## config.mk

```make
export PLATFORM = sky130hd
export DESIGN_NAME = rpds_sequencer
export DESIGN_NICKNAME = d
export VERILOG_FILES = /design/src/logic/rpds_pkg.sv /design/src/logic/rpds_slot_scan.sv /design/src/logic/rpds_sequencer.sv
export SDC_FILE = /design/constraint.sdc
export NUM_CORES = 1
export LEC_CHECK = 0
export BUFFER_PORTS_ARGS = -buffer_cell sky130_fd_sc_hd__buf_2
export CAP_MARGIN = 20
export CORE_AREA = 2 2 97 90
export CTS_BUF_LIST = sky130_fd_sc_hd__clkbuf_16
export CTS_CLUSTER_DIAMETER = 40
export CTS_CLUSTER_SIZE = 24
export DETAILED_ROUTE_END_ITERATION = 10
export DIE_AREA = 0 0 99 92
export PLACE_DENSITY = 0.74
export SLEW_MARGIN = 20
export SYNTH_ARGS = -nofsm -noshare
export SYNTH_HDL_FRONTEND = slang
export SYNTH_SLANG_ARGS = --single-unit
```

## constraint.sdc

```tcl
create_clock -name clock -period 9.02 [get_ports clock]
set_clock_uncertainty 0.1 [all_clocks]
set_input_delay 1.353 -clock clock [delete_from_list [all_inputs] [get_ports clock]]
set_output_delay 1.353 -clock clock [all_outputs]
set_load 0.005 [all_outputs]
```

## src/logic/rpds_pkg.sv

```systemverilog
// Functional notes
// [RL1] seven outputs each own a 3-bit shutdown slot in register bits 2..0
// [RL2] reset loads each shutdown slot from that output's fused startup slot
// [RL3] trigger switches outputs off from highest slot downward, step by step
// [RL4] all shutdown slots zero: every output switches off at once
// [RL5] host rewrites shutdown slots only while the system is on
// [RL6] fused startup slots are inputs only; register writes never reach them
// [RL7] outputs sharing one nonzero slot switch off in the same step
//
// package of the regulator power-down sequencer: register map, field layout,
// output order and step timing. assumes an 8-bit register port.
package rpds_pkg;

  localparam int NUM_OUT = 7;
  localparam int SLOT_W = 3;
  localparam int ADDR_W = 8;
  localparam int DATA_W = 8;

  // -----------------------------------------------------------------
  // output order in the enable vector
  // -----------------------------------------------------------------
  localparam int IDX_BUCK_OUT_A = 0;
  localparam int IDX_BUCK_OUT_B = 1;
  localparam int IDX_BUCK_OUT_C = 2;
  localparam int IDX_LINEAR_OUT_A = 3;
  localparam int IDX_LINEAR_OUT_B = 4;
  localparam int IDX_LINEAR_OUT_C = 5;
  localparam int IDX_MEMORY_REFERENCE_OUT = 6;

  // -----------------------------------------------------------------
  // register offsets
  // -----------------------------------------------------------------
  localparam logic [7:0] ADDR_BUCK1_SHUTDOWN_SLOT = 8'h5F;
  localparam logic [7:0] ADDR_BUCK2_SHUTDOWN_SLOT = 8'h60;
  localparam logic [7:0] ADDR_BUCK3_SHUTDOWN_SLOT = 8'h61;
  localparam logic [7:0] ADDR_LINEAR1_SHUTDOWN_SLOT = 8'h62;
  localparam logic [7:0] ADDR_LINEAR2_SHUTDOWN_SLOT = 8'h63;
  localparam logic [7:0] ADDR_LINEAR3_SHUTDOWN_SLOT = 8'h64;
  localparam logic [7:0] ADDR_MEMREF_SHUTDOWN_SLOT = 8'h65;
  localparam logic [7:0] ADDR_SEQ_CONTROL = 8'h66;
  localparam logic [7:0] ADDR_SEQ_STATUS = 8'h67;
  localparam logic [NUM_OUT-1:0][7:0] SLOT_ADDR = {
    ADDR_MEMREF_SHUTDOWN_SLOT, ADDR_LINEAR3_SHUTDOWN_SLOT, ADDR_LINEAR2_SHUTDOWN_SLOT,
    ADDR_LINEAR1_SHUTDOWN_SLOT, ADDR_BUCK3_SHUTDOWN_SLOT, ADDR_BUCK2_SHUTDOWN_SLOT,
    ADDR_BUCK1_SHUTDOWN_SLOT};

  // -----------------------------------------------------------------
  // field positions and reset values
  // -----------------------------------------------------------------
  localparam int SLOT_LSB = 0;
  localparam int CTRL_START_BIT = 0;
  localparam int CTRL_RESTORE_BIT = 1;
  localparam int STAT_BUSY_BIT = 0;
  localparam int STAT_DONE_BIT = 1;
  localparam int STAT_SLOT_LSB = 2;
  localparam logic [NUM_OUT-1:0] ENABLE_RESET = 7'h7F;
  localparam logic [SLOT_W-1:0] SLOT_ZERO = 3'h0;

  // -----------------------------------------------------------------
  // step timing
  // -----------------------------------------------------------------
  localparam int CLOCK_MHZ = 200;
  localparam int STEP_TIME_US = 2;
  localparam int STEP_CYCLES = STEP_TIME_US * CLOCK_MHZ;

  // -----------------------------------------------------------------
  // types
  // -----------------------------------------------------------------
  typedef logic [SLOT_W-1:0] rpds_slot_t;
  typedef logic [NUM_OUT-1:0][SLOT_W-1:0] rpds_slot_arr_t;

  typedef struct packed {
    logic [ADDR_W-1:0] addr;
    logic [DATA_W-1:0] wdata;
    logic wr;
    logic rd;
  } rpds_bus_req_s;

  typedef enum logic [1:0] {
    SEQ_IDLE,
    SEQ_DROP,
    SEQ_WAIT,
    SEQ_DONE
  } rpds_state_e;

endpackage

```

## src/logic/rpds_slot_scan.sv

```systemverilog
// highest shutdown slot among outputs still on, and which outputs hold it.
// assumes slots and live mask are stable registered values.
`timescale 1ns/10ps
module rpds_slot_scan
  import rpds_pkg::*;
(
  input wire rpds_slot_arr_t slots,
  input wire logic [NUM_OUT-1:0] live,
  output logic [SLOT_W-1:0] top_slot,
  output logic [NUM_OUT-1:0] top_mask,
  output logic any_live,
  output logic all_zero
);

  always_comb begin
    top_slot = SLOT_ZERO;
    for (int i = 0; i < NUM_OUT; i++) begin
      if (live[i] && slots[i] > top_slot) begin
        top_slot = slots[i];
      end
    end
  end

  // equal slots share one step, slot zero goes last
  for (genvar g = 0; g < NUM_OUT; g++) begin : g_mask
    assign top_mask[g] = live[g] && (slots[g] == top_slot); // [RL3] [RL7]
  end

  assign any_live = |live;
  assign all_zero = ~|slots; // [RL4]

endmodule

```

## src/logic/rpds_sequencer.sv

```systemverilog
// regulator power-down sequencer: shutdown slot registers, register port
// and the stepping state machine that drops regulator enables.
// assumes synchronous inputs and an 8-bit strobed register port.
//
// The strobed register port was left to the implementer.
`timescale 1ns/10ps
module rpds_sequencer
  import rpds_pkg::*;
#(
  parameter int STEP_WAIT = STEP_CYCLES
)
(
  input wire logic clock,
  input wire logic reset,
  input wire rpds_bus_req_s bus_req,
  output logic [DATA_W-1:0] rdata,
  input wire rpds_slot_arr_t startup_slot_fuse,
  input wire logic system_on,
  input wire logic power_down_req,
  input wire logic power_restore_req,
  output logic [NUM_OUT-1:0] regulator_enable,
  output logic sequence_busy,
  output logic sequence_done
);

  // -----------------------------------------------------------------
  // elaboration checks
  // -----------------------------------------------------------------
  if (STEP_WAIT < 1 || STEP_WAIT > 65535) begin : g_bad_wait
    $error("STEP_WAIT must lie in 1..65535");
  end
  // slot field and status layout must fit the 8-bit data path
  if (SLOT_LSB + SLOT_W > DATA_W) begin : g_bad_slot
    $error("slot field does not fit the data width");
  end
  if (STAT_SLOT_LSB + SLOT_W > DATA_W) begin : g_bad_stat
    $error("status slot field does not fit the data width");
  end
  if (NUM_OUT < 1 || SLOT_W < 1) begin : g_bad_outs
    $error("output count and slot width must be positive");
  end

  // -----------------------------------------------------------------
  // declarations
  // -----------------------------------------------------------------
  rpds_slot_arr_t slot_q;
  rpds_slot_arr_t slot_d;
  logic [DATA_W-1:0] rdata_q;
  logic [DATA_W-1:0] rdata_d;
  rpds_state_e state_q;
  rpds_state_e state_d;
  logic [NUM_OUT-1:0] enable_q;
  logic [NUM_OUT-1:0] enable_d;
  logic [15:0] wait_q;
  logic [15:0] wait_d;
  logic [SLOT_W-1:0] cur_slot_q;
  logic [SLOT_W-1:0] cur_slot_d;
  logic [SLOT_W-1:0] top_slot;
  logic [NUM_OUT-1:0] top_mask;
  logic any_live;
  logic all_zero;
  logic ctrl_wr;
  logic sw_start;
  logic sw_restore;
  logic start;
  logic restore;

  // -----------------------------------------------------------------
  // slot scan
  // -----------------------------------------------------------------
  rpds_slot_scan u_scan (
    .slots(slot_q),
    .live(enable_q),
    .top_slot(top_slot),
    .top_mask(top_mask),
    .any_live(any_live),
    .all_zero(all_zero)
  );

  // -----------------------------------------------------------------
  // control decode
  // -----------------------------------------------------------------
  // one control write may carry both bits; only the state owning each acts
  assign ctrl_wr = bus_req.wr && (bus_req.addr == ADDR_SEQ_CONTROL);
  assign sw_start = ctrl_wr && bus_req.wdata[CTRL_START_BIT];
  assign sw_restore = ctrl_wr && bus_req.wdata[CTRL_RESTORE_BIT];
  assign start = power_down_req || sw_start;
  assign restore = power_restore_req || sw_restore;

  // -----------------------------------------------------------------
  // shutdown slot registers
  // -----------------------------------------------------------------
  // limitation: a slot raised above the step in progress is taken at the
  // next step, so strict descent holds only while the host stays out
  always_comb begin
    slot_d = slot_q;
    for (int i = 0; i < NUM_OUT; i++) begin
      // writes outside system-on are dropped, the order stays as it was
      if (bus_req.wr && system_on && bus_req.addr == SLOT_ADDR[i]) begin // [RL5]
        slot_d[i] = bus_req.wdata[SLOT_LSB +: SLOT_W]; // [RL1]
      end
    end
  end

  always_ff @(posedge clock) begin
    if (reset) begin
      // fuse values are only ever read, never written back
      slot_q <= startup_slot_fuse; // [RL2] [RL6]
    end else begin
      slot_q <= slot_d;
    end
  end

  // -----------------------------------------------------------------
  // register read port
  // -----------------------------------------------------------------
  // control is write-only and reads back zero, as do unmapped offsets
  // status shows the state at the strobe edge, not at the data cycle
  always_comb begin
    rdata_d = '0;
    if (bus_req.rd) begin
      for (int i = 0; i < NUM_OUT; i++) begin
        if (bus_req.addr == SLOT_ADDR[i]) begin
          rdata_d[SLOT_LSB +: SLOT_W] = slot_q[i]; // [RL1]
        end
      end
      if (bus_req.addr == ADDR_SEQ_STATUS) begin
        rdata_d[STAT_BUSY_BIT] = sequence_busy;
        rdata_d[STAT_DONE_BIT] = sequence_done;
        rdata_d[STAT_SLOT_LSB +: SLOT_W] = cur_slot_q;
      end
    end
  end

  always_ff @(posedge clock) begin
    if (reset) begin
      rdata_q <= '0;
    end else begin
      rdata_q <= rdata_d;
    end
  end

  assign rdata = rdata_q;

  // -----------------------------------------------------------------
  // stepping state machine
  // -----------------------------------------------------------------
  always_comb begin
    state_d = state_q;
    enable_d = enable_q;
    wait_d = wait_q;
    cur_slot_d = cur_slot_q;
    case (state_q)
      SEQ_IDLE: begin
        if (start) begin
          if (all_zero) begin
            enable_d = '0; // [RL4]
            cur_slot_d = SLOT_ZERO;
            state_d = SEQ_DONE;
          end else begin
            state_d = SEQ_DROP;
          end
        end
      end
      SEQ_DROP: begin
        // every output holding the highest remaining slot goes off now
        enable_d = enable_q & ~top_mask; // [RL3] [RL7]
        cur_slot_d = top_slot;
        if ((enable_q & ~top_mask) == '0) begin
          state_d = SEQ_DONE;
        end else begin
          // drop cycle plus STEP_WAIT wait cycles space the groups
          wait_d = 16'(STEP_WAIT - 1);
          state_d = SEQ_WAIT;
        end
      end
      SEQ_WAIT: begin
        if (wait_q == '0) begin
          state_d = SEQ_DROP; // [RL3]
        end else begin
          wait_d = wait_q - 16'h0001;
        end
      end
      SEQ_DONE: begin
        // enables stay off until restore; further starts are ignored here
        if (restore) begin
          enable_d = ENABLE_RESET;
          cur_slot_d = SLOT_ZERO;
          state_d = SEQ_IDLE;
        end
      end
      default: begin
        state_d = SEQ_IDLE;
      end
    endcase
    // nothing left on: a stray start finishes at once
    if (state_q == SEQ_IDLE && start && !any_live) begin
      state_d = SEQ_DONE;
      enable_d = '0;
    end
  end

  always_ff @(posedge clock) begin
    if (reset) begin
      state_q <= SEQ_IDLE;
      enable_q <= ENABLE_RESET;
      wait_q <= '0;
      cur_slot_q <= SLOT_ZERO;
    end else begin
      state_q <= state_d;
      enable_q <= enable_d;
      wait_q <= wait_d;
      cur_slot_q <= cur_slot_d;
    end
  end

  // -----------------------------------------------------------------
  // outputs
  // -----------------------------------------------------------------
  // flags are decoded from the state register, so they never glitch apart
  assign regulator_enable = enable_q;
  assign sequence_busy = (state_q == SEQ_DROP) || (state_q == SEQ_WAIT);
  assign sequence_done = (state_q == SEQ_DONE);

endmodule

```

==> run summary <==
R2R cell count = 53
Ratio of final minimum period to clock period = 103%
Storage element area = 1290 sq um
Primary FF master, synth = dfxtp_1
Leading cell type in the layout, fill and taps excluded = nand2_1
Fmax = 0.108 GHz
Area contributors post-synth = dfxtp_1 (16%), edfxtp_1 (15%), nand2_1 (8.9%), ha_1 (5.1%), a21oi_1 (4.5%)
Post-synth top area share = 15.7%
DR vias/cell = 6.44
Vias in the first global route = 4594
Critical path buffer and inverter count = 12
Crit-path max cell delay = 0.45 ns
Sink Count = 54
Max Fanout on Critical Path = 7
Layout cells sized above 1 = 38.8%
Port bufs = 52
Final hold violations = 0
Global-route wire length before repair = 21700 um
Syn Std Cell Area = 4210 sq um
Synth Area in Simple Gates = 26.2%
H-tree levels = 2
Largest net degree at the start of global routing = 42
Mux share of post-synthesis cell area = 1.52%
Routed vias = 4846
IO Count = 61
Placer's final routability congestion estimate = 0.992
Tmin final = 9.29 ns
Worst Setup Start Kind = register
R2R Setup Slk = -0.27 ns
Synth Area in XOR/XNOR = 3.12%
FFs w/ async S/R, synth = 0%
Compound-cell area share of the yosys netlist = 28.1%
Syn_area_per_cell = 7.86 sq um
Worst-Margin Slew = 0.870 ns
Final nets = 710
Total CTS buffers = 5
R2r startpoint = slot_q[1]
Syn Inst Count = 536
Layout fillers = 552
Die X = 99 um
Multi-input logic area = 3310 sq um
Final setup margin = -0.267 ns
HPWL after DPL = 9180 um
CP endpoint = wait_q[5]
Commonest non-fill, non-tap cells in the layout = nand2_1 (95), buf_4 (67), buf_2 (52)
Slew Viols, Final = 0
Distinct cells, synth = 79
Reg2reg end = wait_q[5]
Hold Path Class = reg -> reg
Antenna Nets Post-Route = 0
WP depth = 53
Cell mode on critical path = buf_4
Largest delay share family, worst path = compound AO/OA/AOI/OAI gates
Clock latency on the worst-skew pair = 0.30 ns
Root buffer cell = clkbuf_16
# DRC = 0
Total Routing Usage GR = 29.3%
Hold Buf Count CTS = 0
Antenna violations before repair = 0
GRT overflow = 0
Clock transition at path regs = 0.08 ns
ANT cells = 0
Relative slew slack = 41.5%
RSZ-0062 raised after global routing = yes
Status = finished, violations left
CP endpoint kind = register
WP data arrival = 9.37 ns
Wire per inst = 19.7 um
CTS tree = built
Core Region = 8210 sq um
Leading area contributor after synthesis = dfxtp_1
Iteration-0 DRC Markers = 449
Final std cell area, no fill = 5910 sq um
Initial Util = 51.3%
Crit path launch = slot_q[1]
Layout Area Growth over Synthesis = 40.4%
Setup CP Type = reg -> reg
DRT Pass-1 Iters = 5
Sequential area share after synthesis = 30.7%
Die height = 92 um
Setup violations, final = 15
Worst EP required = 9.10 ns
Synth warn = 0
Count of state elements after synthesis = 54
Main combinational cell family by area after synthesis = compound AO/OA/AOI/OAI gates
# Max-Cap Violations = 0
Slowest library cell on the worst path = edfxtp_1
DIE AREA = 9110 sq um
Failing checks = negative setup slack
Max clock buf depth = 2
Post-Route WL = 14800 um
Cell Area, Placed = 4940 sq um
Site Rows = 32
EDFF count, synth = 21
Adder-Cell Fraction of Synth Area = 5.05%
==> sequential cells by signal, summed over array words and instances, names as in the netlist <==
name and count:
slot_q 21, state_q 2, rdata 5, wait_q 16, cur_slot_q 3, regulator_enable 7
==> routing by layer <==
metal	share of wire, %	GRT usage (%)	up-vias
met1	39	38.2	2265
met4	4.4	11.8	0
met2	48	48.4	314
li1	-	-	2188
met3	8.5	4.65	79
met5	0	0	-
==> area by class of cell <==
cell class	count	share of cell area, %
Multi-Input combinational cell	430	56.1
Sequential cell	54	21.9
Timing Repair Buffer	131	15.7
Tap cell	102	2.16
Clock buffer	5	2.12
Inverter	27	1.71
Clock inverter	3	0.360
==> logic make-up (layout without fill, tap and decap cells) <==
kind of cell | Yosys count | in the layout
XOR/XNOR | 15 | 15
flip-flops | 54 | 54
multiplexers | 6 | 6
AND/OR/NAND/NOR | 227 | 227
other | 1 | 3
AO/OA/AOI/OAI | 162 | 162
adder cells (fa/ha/maj) | 17 | 17
buffers and inverters | 54 | 166
==> how the worst min path moves through the flow <==
stage | start | end | slack, ns | cells after the start
5_1_grt | cur_slot_q[2] | rdata[4] | 0.40 | 1
2_1_floorplan | cur_slot_q[2] | rdata[4] | 0.33 | 1
6_report | cur_slot_q[2] | rdata[4] | 0.37 | 1
3_3_place_gp | cur_slot_q[2] | rdata[4] | 0.35 | 1
3_5_place_dp | cur_slot_q[1] | rdata[3] | 0.35 | 1
4_1_cts | cur_slot_q[2] | rdata[4] | 0.37 | 1
==> cell usage after synthesis (7+ instances only) <==
| master | count |
|---|---|
| o31ai_1 | 9 |
| nor3_1 | 8 |
| ha_1 | 17 |
| clkbuf_1 | 20 |
| xnor2_1 | 9 |
| nor2_1 | 43 |
| o21ai_0 | 33 |
| nand2_1 | 100 |
| or4_1 | 11 |
| a21oi_1 | 38 |
| dfxtp_1 | 33 |
| inv_1 | 26 |
| edfxtp_1 | 21 |
| o211ai_1 | 7 |
| nor4_1 | 11 |
| nand3_1 | 7 |
==> stage by stage <==
step / util (%) / setup WS, ns / cells / hold slack (ns) / setup TNS [ns]
6_report: 72.0 / -0.267 / 752 / 0.375 / -1.93
5_1_grt: 72.0 / -0.488 / 752 / 0.401 / -6.22
4_1_cts: 67.7 / -0.0912 / 744 / 0.371 / -0.389
3_5_place_dp: 60.2 / -0.538 / 714 / 0.352 / -7.24
3_3_place_gp: 60.2 / -0.259 / 714 / 0.349 / -3.12
2_1_floorplan: - / 0.0102 / 538 / 0.330 / 0
==> what timing repair did <==
action	CTS	global route
pin swaps	54	60
cloned	1	0
buffers inserted	25	8
setup endpoints to repair	17	21
resized for setup	65	58
Power is left out: the tool's default activity adds up to more than one toggle a clock period on the data nets, which glitch-free logic cannot reach.
